--- config.mk ---
export PLATFORM = sky130hd
export DESIGN_NAME = sbr_ctrl
export DESIGN_NICKNAME = d
export VERILOG_FILES = /design/src/rtl/sbr_pkg.sv /design/src/rtl/sbr_ctrl.sv
export SDC_FILE = /design/constraint.sdc
export NUM_CORES = 1
export LEC_CHECK = 0
export ABC_AREA = 0
export BUFFER_PORTS_ARGS = -buffer_cell sky130_fd_sc_hd__buf_2
export CAP_MARGIN = 20
export CELL_PAD_IN_SITES_DETAIL_PLACEMENT = 0
export CELL_PAD_IN_SITES_GLOBAL_PLACEMENT = 2
export CORE_ASPECT_RATIO = 1.5
export CORE_MARGIN = 1
export CORE_UTILIZATION = 38
export DETAILED_ROUTE_END_ITERATION = 6
export PLACE_DENSITY_LB_ADDON = 0.1
export RECOVER_POWER = 25
export SYNTH_ARGS = -nofsm -noshare
export SYNTH_HDL_FRONTEND = slang
export SYNTH_SLANG_ARGS = --single-unit
--- constraint.sdc ---
create_clock -name pclk -period 5.6 [get_ports pclk]
set_clock_uncertainty 0.15 [all_clocks]
set_input_delay 0.84 -clock pclk [delete_from_list [all_inputs] [get_ports pclk]]
set_output_delay 0.84 -clock pclk [all_outputs]
set_load 0.02 [all_outputs]
--- src/rtl/sbr_pkg.sv ---
// package for the standby release and reset controller
// assumes one 100 MHz clock and an apb register port
package sbr_pkg;
  // clock rate
  localparam int unsigned CLK_HZ = 100_000_000;
  // least low time of the reset pin, microseconds
  localparam int unsigned RST_MIN_US = 10;
  // cycles of that time, clock rate truncated to whole MHz
  localparam int unsigned RST_MIN_CYC =
    (RST_MIN_US * (CLK_HZ / 1_000_000));
  // settle waits as main-clock periods
  localparam int unsigned SETTLE_12 = 4096;
  localparam int unsigned SETTLE_15 = 32768;
  localparam int unsigned SETTLE_17 = 131072;
  // settle select codes
  localparam logic [2:0] SEL_12 = 3'h0;
  localparam logic [2:0] SEL_15 = 3'h2;
  localparam logic [2:0] SEL_17 = 3'h4;
  // register byte offsets
  localparam logic [7:0] OFF_CTRL = 8'h00;
  localparam logic [7:0] OFF_SETTLE = 8'h04;
  localparam logic [7:0] OFF_STATUS = 8'h08;
  localparam logic [7:0] OFF_VECTOR = 8'h0c;
  localparam logic [7:0] OFF_PSW = 8'h10;
  localparam logic [7:0] OFF_CLK = 8'h14;
  localparam logic [7:0] OFF_WTIMER = 8'h18;
  localparam logic [7:0] OFF_SERIAL = 8'h1c;
  localparam logic [7:0] OFF_ADC = 8'h20;
  localparam logic [7:0] OFF_PORT = 8'h24;
  // reset values
  localparam logic [7:0] PSW_RST = 8'h02;
  localparam logic [7:0] CPU_CLK_RST = 8'h02;
  localparam logic [2:0] SETTLE_SEL_RST = 3'h4;
  localparam logic [7:0] ZERO8 = 8'h00;
  localparam logic [7:0] ONES8 = 8'hff;
  localparam logic [15:0] ZERO16 = 16'h0000;
  localparam logic [15:0] ONES16 = 16'hffff;
  // control bit positions
  localparam int unsigned CTRL_HALT = 0;
  localparam int unsigned CTRL_STOP = 1;
  // operating states
  typedef enum logic [2:0] {
    SBR_RESET, SBR_SETTLE_RST, SBR_RUN, SBR_HALT,
    SBR_STOP, SBR_SETTLE_WAKE
  } sbr_state_t;
  // wake action to cpu
  typedef enum logic [1:0] {
    SBR_ACT_NONE, SBR_ACT_NEXT, SBR_ACT_SERVICE, SBR_ACT_VECTOR
  } sbr_act_t;
  // reset values of peripheral registers, grouped
  typedef struct packed {
    logic [7:0] processor_status_word;
    logic [7:0] cpu_clock_control;
    logic [7:0] sub_oscillator_mode;
    logic [7:0] subclock_control;
    logic [2:0] osc_settle_select;
    logic [15:0] wide_timer_count;
    logic [15:0] wide_timer_compare;
    logic [7:0] narrow_timer_count;
    logic [7:0] timer_control;
    logic [7:0] watch_control;
    logic [7:0] watchdog_control;
    logic [7:0] serial_mode;
    logic [7:0] serial_status;
    logic [7:0] serial_baud;
    logic [7:0] serial_tx_shifter;
    logic [15:0] adc_result;
    logic [7:0] adc_mode_reg;
    logic [7:0] adc_channel_select;
    logic [7:0] port_latch;
    logic [7:0] port_direction_reg;
    logic [7:0] port_pullup_option;
  } sbr_regs_t;
endpackage : sbr_pkg

--- src/rtl/sbr_ctrl.sv ---
// standby release and system reset sequencer with apb registers
// assumes pclk at 100 MHz; reset pin and watchdog are asynchronous
//
// Operation
// - reset pin in halt runs normal reset
// - halt wake follows mask and enable flags
// - stop halts oscillator, cpu, keeps ports
// - stop with pending wake goes halt, settles
// - stop wake waits settle then service/next
// - masked request keeps stop; reset resets
// - reset pin ends stop after settle
// - pin low and watchdog reset act alike
// - after reset fetch vector at 0000/0001
// - pins float in reset and in settle waits started by reset
// - pin high clears reset, settle, run
// - watchdog reset self clears, settle, run
// - stop reset keeps state, ports float
// - status word resets to 02
// - ports latch 00, direction ff, pullup 00
// - clock 02, settle select 04, sub 00
// - wide timer 0000/ffff, narrow cleared
// - watch, serial 00, tx shifter ff
// - adc result and mode cleared
// - halt stops cpu, oscillator runs
// - settle after reset is 2^15 periods
// - settle codes 000,010,100 map waits
//
// Local design decisions: the APB interface to the registers and the placing of the registers.
`timescale 1ns/1ns
module sbr_ctrl
  import sbr_pkg::*;
#(
  parameter int unsigned NSRC = 8,
  parameter int unsigned SETTLE_CYC_12 = SETTLE_12,
  parameter int unsigned SETTLE_CYC_15 = SETTLE_15,
  parameter int unsigned SETTLE_CYC_17 = SETTLE_17,
  parameter int unsigned RST_PIN_CYC = RST_MIN_CYC
) (
  input wire logic pclk,
  input wire logic presetn,
  input wire logic [7:0] paddr,
  input wire logic psel,
  input wire logic penable,
  input wire logic pwrite,
  input wire logic [31:0] pwdata,
  output logic [31:0] prdata,
  output logic pready,
  output logic pslverr,
  input wire logic reset_pin_n,
  input wire logic watchdog_overflow,
  input wire logic [NSRC-1:0] irq_request,
  input wire logic [NSRC-1:0] interrupt_mask_flag,
  input wire logic global_interrupt_enable,
  input wire logic nmi_request,
  input wire logic halt_exec,
  input wire logic stop_exec,
  output logic cpu_run,
  output logic osc_enable,
  output logic pins_hiz,
  output logic sys_reset,
  output logic [1:0] wake_action,
  output logic [15:0] vector_addr,
  output logic [7:0] port_latch_out
);
  // synchronisers for asynchronous reset sources
  // only the second stage of each pair feeds any logic
  logic pin_s1, pin_s2, wdt_s1, wdt_s2;
  always_ff @(posedge pclk or negedge presetn) begin
    if (!presetn) begin
      pin_s1 <= 1'b0;
      pin_s2 <= 1'b0;
      wdt_s1 <= 1'b0;
      wdt_s2 <= 1'b0;
    end else begin
      pin_s1 <= reset_pin_n;
      pin_s2 <= pin_s1;
      wdt_s1 <= watchdog_overflow;
      wdt_s2 <= wdt_s1;
    end
  end

  // low-time filter: pin reset only after the minimum low time
  // starts asserted so the first run waits until the pin reads high
  logic [15:0] low_cnt; // cycles pin has been low
  logic pin_rst; // qualified pin reset level
  always_ff @(posedge pclk or negedge presetn) begin
    if (!presetn) begin
      low_cnt <= 16'h0000;
      pin_rst <= 1'b1;
    end else if (pin_s2) begin
      low_cnt <= 16'h0000;
      pin_rst <= 1'b0;
    end else if (low_cnt >= 16'(RST_PIN_CYC - 1)) begin
      pin_rst <= 1'b1;
    end else begin
      low_cnt <= low_cnt + 16'h0001;
    end
  end

  // both sources give one reset request
  logic any_rst;
  assign any_rst = pin_rst | wdt_s2;

  // wake terms
  logic wake_mask; // unmasked maskable request
  assign wake_mask = |(irq_request & ~interrupt_mask_flag);
  // nmi is only a wake source in halt, see the halt branch

  // registers
  sbr_regs_t regs;
  sbr_state_t state;
  logic was_stop; // reset arrived during stop
  logic [17:0] settle_cnt; // settle counter
  logic [17:0] settle_tgt; // selected settle length
  logic wake_by_rst; // stop ended by reset pin or watchdog

  // settle length from select code
  // prohibited codes fall back to the longest wait, the safe side
  always_comb begin
    case (regs.osc_settle_select)
      SEL_12: settle_tgt = 18'(SETTLE_CYC_12);
      SEL_15: settle_tgt = 18'(SETTLE_CYC_15);
      SEL_17: settle_tgt = 18'(SETTLE_CYC_17);
      default: settle_tgt = 18'(SETTLE_CYC_17); // prohibited code
    endcase
  end

  logic settle_done;
  logic [17:0] rst_tgt;
  // the wait straight after reset ignores the select register
  assign rst_tgt = 18'(SETTLE_CYC_15);
  assign settle_done = (state == SBR_SETTLE_RST) ?
    (settle_cnt >= rst_tgt - 18'h1) : (settle_cnt >= settle_tgt - 18'h1);

  // main sequencer
  always_ff @(posedge pclk or negedge presetn) begin
    if (!presetn) begin
      state <= SBR_RESET;
      was_stop <= 1'b0;
      wake_by_rst <= 1'b0;
      settle_cnt <= 18'h0;
      wake_action <= 2'h0;
    end else begin
      wake_action <= SBR_ACT_NONE;
      case (state)
        // hold here while any reset source is active
        SBR_RESET: begin
          settle_cnt <= 18'h0;
          if (!any_rst) state <= SBR_SETTLE_RST;
        end
        // post-reset settle, pins still floating
        SBR_SETTLE_RST: begin
          settle_cnt <= settle_cnt + 18'h1;
          if (any_rst) begin
            state <= SBR_RESET;
          end else if (settle_done) begin
            state <= SBR_RUN;
            was_stop <= 1'b0;
            wake_action <= SBR_ACT_VECTOR;
          end
        end
        // stop with a pending unmasked request skips stop and waits the settle count
        SBR_RUN: begin
          settle_cnt <= 18'h0;
          if (any_rst) begin
            state <= SBR_RESET;
          end else if (stop_exec) begin
            if (wake_mask) state <= SBR_SETTLE_WAKE;
            else state <= SBR_STOP;
          end else if (halt_exec) begin
            state <= SBR_HALT;
          end
        end
        // oscillator keeps running; masked requests are ignored
        SBR_HALT: begin
          if (any_rst) begin
            state <= SBR_RESET;
          end else if (nmi_request) begin
            state <= SBR_RUN;
            wake_action <= SBR_ACT_SERVICE;
          end else if (wake_mask) begin
            state <= SBR_RUN;
            wake_action <= global_interrupt_enable ?
              SBR_ACT_SERVICE : SBR_ACT_NEXT;
          end
        end
        // oscillator off; only reset or an unmasked request wakes
        SBR_STOP: begin
          settle_cnt <= 18'h0;
          if (any_rst) begin
            state <= SBR_SETTLE_WAKE;
            wake_by_rst <= 1'b1;
            was_stop <= 1'b1;
          end else if (wake_mask) begin
            state <= SBR_SETTLE_WAKE;
            wake_by_rst <= 1'b0;
          end
        end
        // oscillator restarted; cpu stalled until the count ends
        SBR_SETTLE_WAKE: begin
          settle_cnt <= settle_cnt + 18'h1;
          if (!wake_by_rst && any_rst) begin
            state <= SBR_RESET;
          end else if (settle_done) begin
            settle_cnt <= 18'h0;
            wake_by_rst <= 1'b0;
            if (wake_by_rst) begin
              state <= SBR_RESET;
            end else begin
              state <= SBR_RUN;
              wake_action <= global_interrupt_enable ?
                SBR_ACT_SERVICE : SBR_ACT_NEXT;
            end
          end
        end
        default: state <= SBR_RESET;
      endcase
    end
  end

  // cpu, oscillator, pin and reset outputs, registered
  // every output is a flop so nothing glitches at the boundary
  always_ff @(posedge pclk or negedge presetn) begin
    if (!presetn) begin
      cpu_run <= 1'b0;
      osc_enable <= 1'b1;
      pins_hiz <= 1'b1;
      sys_reset <= 1'b1;
      vector_addr <= 16'h0000;
    end else begin
      cpu_run <= (state == SBR_RUN);
      osc_enable <= (state != SBR_STOP);
      pins_hiz <= (state == SBR_RESET) ||
        (state == SBR_SETTLE_RST) ||
        (state == SBR_SETTLE_WAKE && wake_by_rst);
      sys_reset <= (state == SBR_RESET) || (state == SBR_SETTLE_RST);
      vector_addr <= 16'h0000;
    end
  end

  // apb write decode
  logic wr_en;
  assign wr_en = psel & penable & pwrite;
  logic in_reset;
  assign in_reset = (state == SBR_RESET) && !was_stop;

  // register file with documented reset values
  // ordinary reset reloads; a reset that ends stop keeps contents
  always_ff @(posedge pclk or negedge presetn) begin
    if (!presetn) begin
      regs.processor_status_word <= PSW_RST;
      regs.cpu_clock_control <= CPU_CLK_RST;
      regs.sub_oscillator_mode <= ZERO8;
      regs.subclock_control <= ZERO8;
      regs.osc_settle_select <= SETTLE_SEL_RST;
      regs.wide_timer_count <= ZERO16;
      regs.wide_timer_compare <= ONES16;
      regs.narrow_timer_count <= ZERO8;
      regs.timer_control <= ZERO8;
      regs.watch_control <= ZERO8;
      regs.watchdog_control <= ZERO8;
      regs.serial_mode <= ZERO8;
      regs.serial_status <= ZERO8;
      regs.serial_baud <= ZERO8;
      regs.serial_tx_shifter <= ONES8;
      regs.adc_result <= ZERO16;
      regs.adc_mode_reg <= ZERO8;
      regs.adc_channel_select <= ZERO8;
      regs.port_latch <= ZERO8;
      regs.port_direction_reg <= ONES8;
      regs.port_pullup_option <= ZERO8;
    end else if (in_reset) begin
      // system reset reloads the same values
      regs.processor_status_word <= PSW_RST;
      regs.cpu_clock_control <= CPU_CLK_RST;
      regs.sub_oscillator_mode <= ZERO8;
      regs.subclock_control <= ZERO8;
      regs.osc_settle_select <= SETTLE_SEL_RST;
      regs.wide_timer_count <= ZERO16;
      regs.wide_timer_compare <= ONES16;
      regs.narrow_timer_count <= ZERO8;
      regs.timer_control <= ZERO8;
      regs.watch_control <= ZERO8;
      regs.watchdog_control <= ZERO8;
      regs.serial_mode <= ZERO8;
      regs.serial_status <= ZERO8;
      regs.serial_baud <= ZERO8;
      regs.serial_tx_shifter <= ONES8;
      regs.adc_result <= ZERO16;
      regs.adc_mode_reg <= ZERO8;
      regs.adc_channel_select <= ZERO8;
      regs.port_latch <= ZERO8;
      regs.port_direction_reg <= ONES8;
      regs.port_pullup_option <= ZERO8;
    end else if (wr_en) begin
      case (paddr)
        OFF_SETTLE: regs.osc_settle_select <= pwdata[2:0];
        OFF_PSW: regs.processor_status_word <= pwdata[7:0];
        OFF_CLK: begin
          regs.cpu_clock_control <= pwdata[7:0];
          regs.sub_oscillator_mode <= pwdata[15:8];
          regs.subclock_control <= pwdata[23:16];
        end
        OFF_WTIMER: regs.wide_timer_compare <= pwdata[15:0];
        OFF_SERIAL: regs.serial_tx_shifter <= pwdata[7:0];
        OFF_ADC: begin
          regs.adc_mode_reg <= pwdata[7:0];
          regs.adc_channel_select <= pwdata[15:8];
        end
        OFF_PORT: begin
          regs.port_latch <= pwdata[7:0]; // held otherwise
          regs.port_direction_reg <= pwdata[15:8];
          regs.port_pullup_option <= pwdata[23:16];
        end
        default: regs.port_latch <= regs.port_latch;
      endcase
    end
  end

  // port latch out
  always_ff @(posedge pclk or negedge presetn) begin
    if (!presetn) port_latch_out <= ZERO8;
    else port_latch_out <= regs.port_latch;
  end

  // apb read and answer: zero wait, error on unmapped
  // read data is captured in setup so it stands through access
  logic mapped;
  always_comb begin
    case (paddr)
      OFF_CTRL, OFF_SETTLE, OFF_STATUS, OFF_VECTOR, OFF_PSW, OFF_CLK,
      OFF_WTIMER, OFF_SERIAL, OFF_ADC, OFF_PORT: mapped = 1'b1;
      default: mapped = 1'b0;
    endcase
  end
  always_ff @(posedge pclk or negedge presetn) begin
    if (!presetn) begin
      prdata <= 32'h0;
      pready <= 1'b0;
      pslverr <= 1'b0;
    end else begin
      pready <= psel & ~penable;
      pslverr <= psel & ~penable & ~mapped;
      prdata <= 32'h0;
      if (psel && !penable && !pwrite) begin
        case (paddr)
          OFF_CTRL: prdata <= {30'h0, state == SBR_STOP,
            state == SBR_HALT};
          OFF_SETTLE: prdata <= {29'h0, regs.osc_settle_select};
          OFF_STATUS: prdata <= {24'h0, 3'h0, was_stop, wake_by_rst,
            3'(state)};
          OFF_VECTOR: prdata <= {16'h0, vector_addr};
          OFF_PSW: prdata <= {24'h0, regs.processor_status_word};
          OFF_CLK: prdata <= {8'h0, regs.subclock_control,
            regs.sub_oscillator_mode, regs.cpu_clock_control};
          OFF_WTIMER: prdata <= {regs.wide_timer_compare,
            regs.wide_timer_count};
          OFF_SERIAL: prdata <= {regs.serial_baud, regs.serial_status,
            regs.serial_mode, regs.serial_tx_shifter};
          OFF_ADC: prdata <= {regs.adc_channel_select,
            regs.adc_mode_reg, regs.adc_result};
          OFF_PORT: prdata <= {8'h0, regs.port_pullup_option,
            regs.port_direction_reg, regs.port_latch};
          default: prdata <= 32'h0;
        endcase
      end
    end
  end
endmodule : sbr_ctrl

# After elaboration in Yosys (flattened, before gate mapping)
# Cells that the tools add are included.
[classes]
add_sub_neg = 3
order_cmp = 3
n_eq_ne = 28
muxes = 62
bitwise_logic = 9
reduce_logical = 39
[op_table]
columns = ["cell", "count"]
rows = [
  ["one-hot mux 32 bit (9 select lines)", 1],
  ["two-way mux 16 bit", 7],
  ["two-way mux 40 bit", 2],
  ["two-way mux 35 bit", 2],
  ["one-hot mux 18 bit (3 select lines)", 1],
  ["two-way mux 3 bit", 14],
  ["two-way mux 8 bit", 5],
  ["two-way mux 18 bit", 2],
  ["one-hot mux 18 bit (2 select lines)", 1],
  ["equality test 8 x 5 -> 1 bit, second input constant", 4],
  ["two-way mux 32 bit", 1],
  ["two-way mux 24 bit", 1],
  ["nonzero test 2 bit", 11],
  ["two-way mux 2 bit", 10],
  ["adder 18 x 1 -> 18 bit, second input constant", 1],
  [">= comparator 18 x 15 -> 1 bit, second input constant", 1],
  [">= comparator 18 bit", 1],
  ["one-hot mux 3 bit (6 select lines)", 1],
  ["subtractor 18 x 1 -> 18 bit, second input constant", 1],
  ["adder 16 x 1 -> 16 bit, second input constant", 1],
  ["equality test 8 x 4 -> 1 bit, second input constant", 2],
  ["equality test 8 x 6 -> 1 bit, second input constant", 2],
  [">= comparator 16 x 10 -> 1 bit, second input constant", 1],
  ["!= test 2 bit, second input constant", 7],
  ["26 further kinds", 64],
]
[totals]
reg_bits = 191
out_inout_bits = 64

# Depth between registers and ports, before layout
[logic_depth]
word_depth = 8
depth_mapped = 9
mapped_depth_nobuf = 8

# Worst setup path after synthesis
# OpenSTA, ideal clock, no wires.
[synth_path]
kind = "input-to-reg"
from = "input paddr[5]"
to = "register regs[156] (netlist bit)"
setup_ps = 78
arrival_ps = 2325
required_ps = 5372
slack_ps = 3047
path_stages = 8
path_buffers = 3
cell_sequence = "or4b_1 clkbuf_1 nor2_2 and2_1 buf_2 buf_2 nand2_1 a21oi_1"
[synth_via]
elab_chain_len = 3
[synth_rtl]
columns = ["item", "line_no", "rtl"]
rows = [
  ["from (decl)", "sbr_ctrl.sv:41", "input wire logic [7:0] paddr,"],
  ["equality test 8 x 5 -> 1 bit", "sbr_ctrl.sv:296", "case (paddr)"],
  ["nonzero test 2 bit (no line)", "--", ""],
  ["AND reduction 2 bit (no line)", "--", ""],
  ["to (decl)", "sbr_ctrl.sv:110", "sbr_regs_t regs;"],
]
# No other way between the ends.
# A chain may end at the register's enable or synchronous reset.

# Worst setup path after layout
[layout_path]
from = "input paddr[5]"
to = "register regs[131] (netlist bit)"
# The elaborated chain is that of the path after synthesis.

==> results.py <==
metrics = {
    "synth": {
        "syn_inst": 881,
        "synth_cell_types": 64,
        "syn_area_per_cell_um2": 9.63,
        "synth_edf_count": 0,
        "synth.area.top_cells": "dfrtp_1, dfstp_2, nand2_1, a21oi_1, a22oi_1",
        "async_reset_ff_frac": 1.00,
        "yosysSeqAreaShare": 0.569,
        "ys_warn_count": 0,
        "synth_top_area_frac": 0.448,
        "yosysTopAreaCell": "dfrtp_1",
        "syn_area_mm2": 0.00849,
        "ys.flop_type": "dfrtp_1",
        "ys_ff_latch": 191,
    },
    "timing": {
        "rsz0062_at_grt": "false",
        "slew_headroom": -0.987,
        "drv_slew": 122,
        "tightest_slew_ns": 2.98,
        "max_freq_mhz": 299,
        "fin_tns_setup_ns": 0,
        "hold_viol": 0,
        "fin_crit_ns": 3.35,
        "finalCritPeriodShare": 0.598,
        "setup_violations": 0,
    },
    "worst_setup_path": {
        "r2r_cells": 8,
        "crit_path_end_kind": "register",
        "worstReg2RegStart": "regs[154]",
        "crit_buf_inv": 1,
        "critical_path.max_stage_delay_ns": 0.83,
        "crit_fanout": 18,
        "crit_type": "input port to register",
        "worstSetupStartpointType": "input port",
        "path_cells": "buf_2, or4b_1, nor2_2, nand2_1, nand2_1, nand3_1",
        "crit_family": "simple AND/OR/NAND/NOR gates",
        "required_ns": 5.79,
        "crit_slowest_cell": "nor2_2",
        "path_common_cell": "nand2_1",
        "crit_arrival_ns": 3.54,
        "reg2reg_to": "settle_cnt[13]",
        "r2r_slack_ns": 2.81,
    },
    "power_and_ir_drop": {
        "finalPower_uw": 3240,
        "leakage_uw": 0.00447,
        "p_int_uw": 2280,
        "clock_power_share": 0.374,
        "comb_power_share": 0.151,
        "peakVddDrop_mv": 0.223,
        "switching_share": 0.297,
        "p_seq_frac": 0.475,
        "switching_power_uw": 960,
        "power_density_mw_per_mm2": 332,
    },
    "grt": {
        "grt_pass1_vias": 6788,
        "top_usage_layer": "met2",
        "gr-total-overflow": 0,
        "grt_usage": 0.216,
        "antenna_found_initial": 0,
        "grt_max_degree": 122,
        "grt_pass1_wl_um": 36900,
        "met1_usage": 0.258,
        "grt_use_met3": 0.0357,
        "use_met2": 0.382,
    },
    "cts": {
        "root_buffer": "clkbuf_16",
        "clk_latency_ns": 0.43,
        "path_clk_slew_ns": 0.07,
        "clockBufferDepth": 2,
        "h-tree-depth": 4,
        "hold_buffers": 0,
        "cts_tree": "done",
        "cts_made_buffers": 17,
        "cts-resized-gates": 0,
        "cts_setup_buffers": 0,
        "cts.sinks": 191,
    },
    "finish": {
        "layout-drive-gt1-share": 0.210,
        "area_delta_synth_final_pct": 15.1,
        "nNetsFinal": 1038,
        "instances_no_fill": 1252,
        "nFillCells": 2191,
        "num_antenna_cells": 0,
        "fin_area_mm2": 0.00976,
    },
    "min_path": {
        "hold_path_depth": 0,
        "min_path_type": "register to register",
        "hp-start": "pin_s1",
        "whs_endpoint": "pin_s2",
    },
    "routing": {
        "final_antenna_net_count": 0,
        "firstDrtPassIters": 5,
        "vias": 6761,
        "wl_per_cell_um": 18.8,
        "drc": 0,
        "routed_wl_um": 23500,
        "drt_iter0_markers": 479,
        "routed_via_density": 5.40,
    },
    "floorplan": {
        "fp.dieArea_mm2": 0.0229,
        "initial_core_util": 0.389,
        "rows": 66,
        "io_pins": 131,
        "dieWidth_um": 124,
        "die_h_um": 185,
        "core_mm2": 0.0218,
    },
    "placement": {
        "placed_cell_area_mm2": 0.00918,
        "dp_cells": 1219,
        "io_buffer_count": 106,
        "place_congestion": 0.802,
        "post-dp-hpwl_um": 15100,
    },
    "flow_run": {
        "max_cap_viol_count": 1,
    },
    "status": {
        "status": "complete, but fails checks",
        "violations": "max-capacitance violations, max-slew violations",
    },
}
layout by cell type (no fill, tap or decap), types with 16 or more instances in the layout:
cell / n
nand3_1: 55
a21oi_1: 85
xor2_1: 19
conb_1: 16
nand2_1: 214
clkbuf_16: 17
dfstp_2: 39
buf_2: 104
dfrtp_1: 152
a22oi_1: 45
nor2_1: 68
cell families (layout without fill, tap and decap cells):
logic type / Yosys count / count (layout) / share of synthesized area
compound gates: 168 / 168 / 0.129
xor+xnor: 24 / 24 / 0.0248
fa+ha+maj: 4 / 4 / 0.00590
buf+inv: 76 / 160 / 0.0470
flops: 191 / 191 / 0.569
mux: 4 / 4 / 0.00546
other cells: 1 / 16 / 0.000442
simple gates: 413 / 413 / 0.218
metrics by stage:
stage / hold WS [ns] / setup slack [ns] / utilization
floorplan: 0.181 / 3.05 / -
global placement: 0.182 / 1.79 / 0.420
detailed placement: 0.185 / 1.79 / 0.421
CTS: 0.199 / 2.25 / 0.448
global route: 0.206 / 1.67 / 0.448
finish: 0.198 / 2.25 / 0.448
power by group through the flow:
stage / combinational (uW) / clock, uW / sequential, uW
3_3_place_gp: 487 / 0 / 1560
3_5_place_dp: 492 / 0 / 1560
2_1_floorplan: 379 / 0 / 1510
5_1_grt: 541 / 1300 / 1550
6_report: 489 / 1210 / 1540
4_1_cts: 494 / 1250 / 1530
registers in the layout, summed over array words and instances, names as in the netlist, 2 cells and up:
register,cells
low_cnt,16
port_latch_out,8
prdata,32
regs,99
settle_cnt,18
state,3
wake_action,2
routing by layer:
layer	wire length, um	share of wire
met1	9530	0.41
met2	12200	0.52
met3	1210	0.052
met4	635	0.027
met5	0	0
cells in the mapped netlist, types with 3 or more instances:
| cell | instances |
|---|---|
| clkbuf_1 | 31 |
| dfstp_2 | 39 |
| and3_1 | 6 |
| nand4_1 | 11 |
| xor2_1 | 19 |
| buf_6 | 4 |
| buf_2 | 12 |
| nor2b_1 | 11 |
| nand2b_1 | 4 |
| nor2_2 | 4 |
| and2_1 | 3 |
| nand3_1 | 55 |
| dfrtp_1 | 152 |
| a22oi_1 | 45 |
| o22ai_1 | 5 |
| ha_1 | 4 |
| nor3_1 | 10 |
| a21oi_1 | 85 |
| buf_4 | 18 |
| nand2_1 | 214 |
| nor4_1 | 5 |
| inv_1 | 10 |
| xnor2_1 | 5 |
| nor2_1 | 68 |
| o21ai_0 | 8 |
worst max path at each step:
stage | slack, ns | cells after the start | end | startpoint
after floorplan | 3.05 | 8 | regs[156] | paddr[5]
after global placement | 1.79 | 6 | regs[129] | paddr[5]
after detailed placement | 1.79 | 6 | regs[36] | paddr[1]
after CTS | 2.25 | 6 | regs[36] | paddr[1]
after global routing | 1.67 | 2 | regs[168] | presetn
final | 2.25 | 6 | regs[131] | paddr[5]
cell type report:
| cell class | count | area (um2) | share of cell area |
|---|---|---|---|
| multi-input cells | 629 | 3330 | 0.341 |
| clock buffers | 22 | 474 | 0.0486 |
| clock inverters | 10 | 111 | 0.0114 |
| well taps | 272 | 340 | 0.0349 |
| flip-flops and latches | 191 | 4830 | 0.494 |
| repair buffers | 118 | 643 | 0.0659 |
| inverters | 10 | 37.5 | 0.00384 |
(Power assumes the default switching activity.)
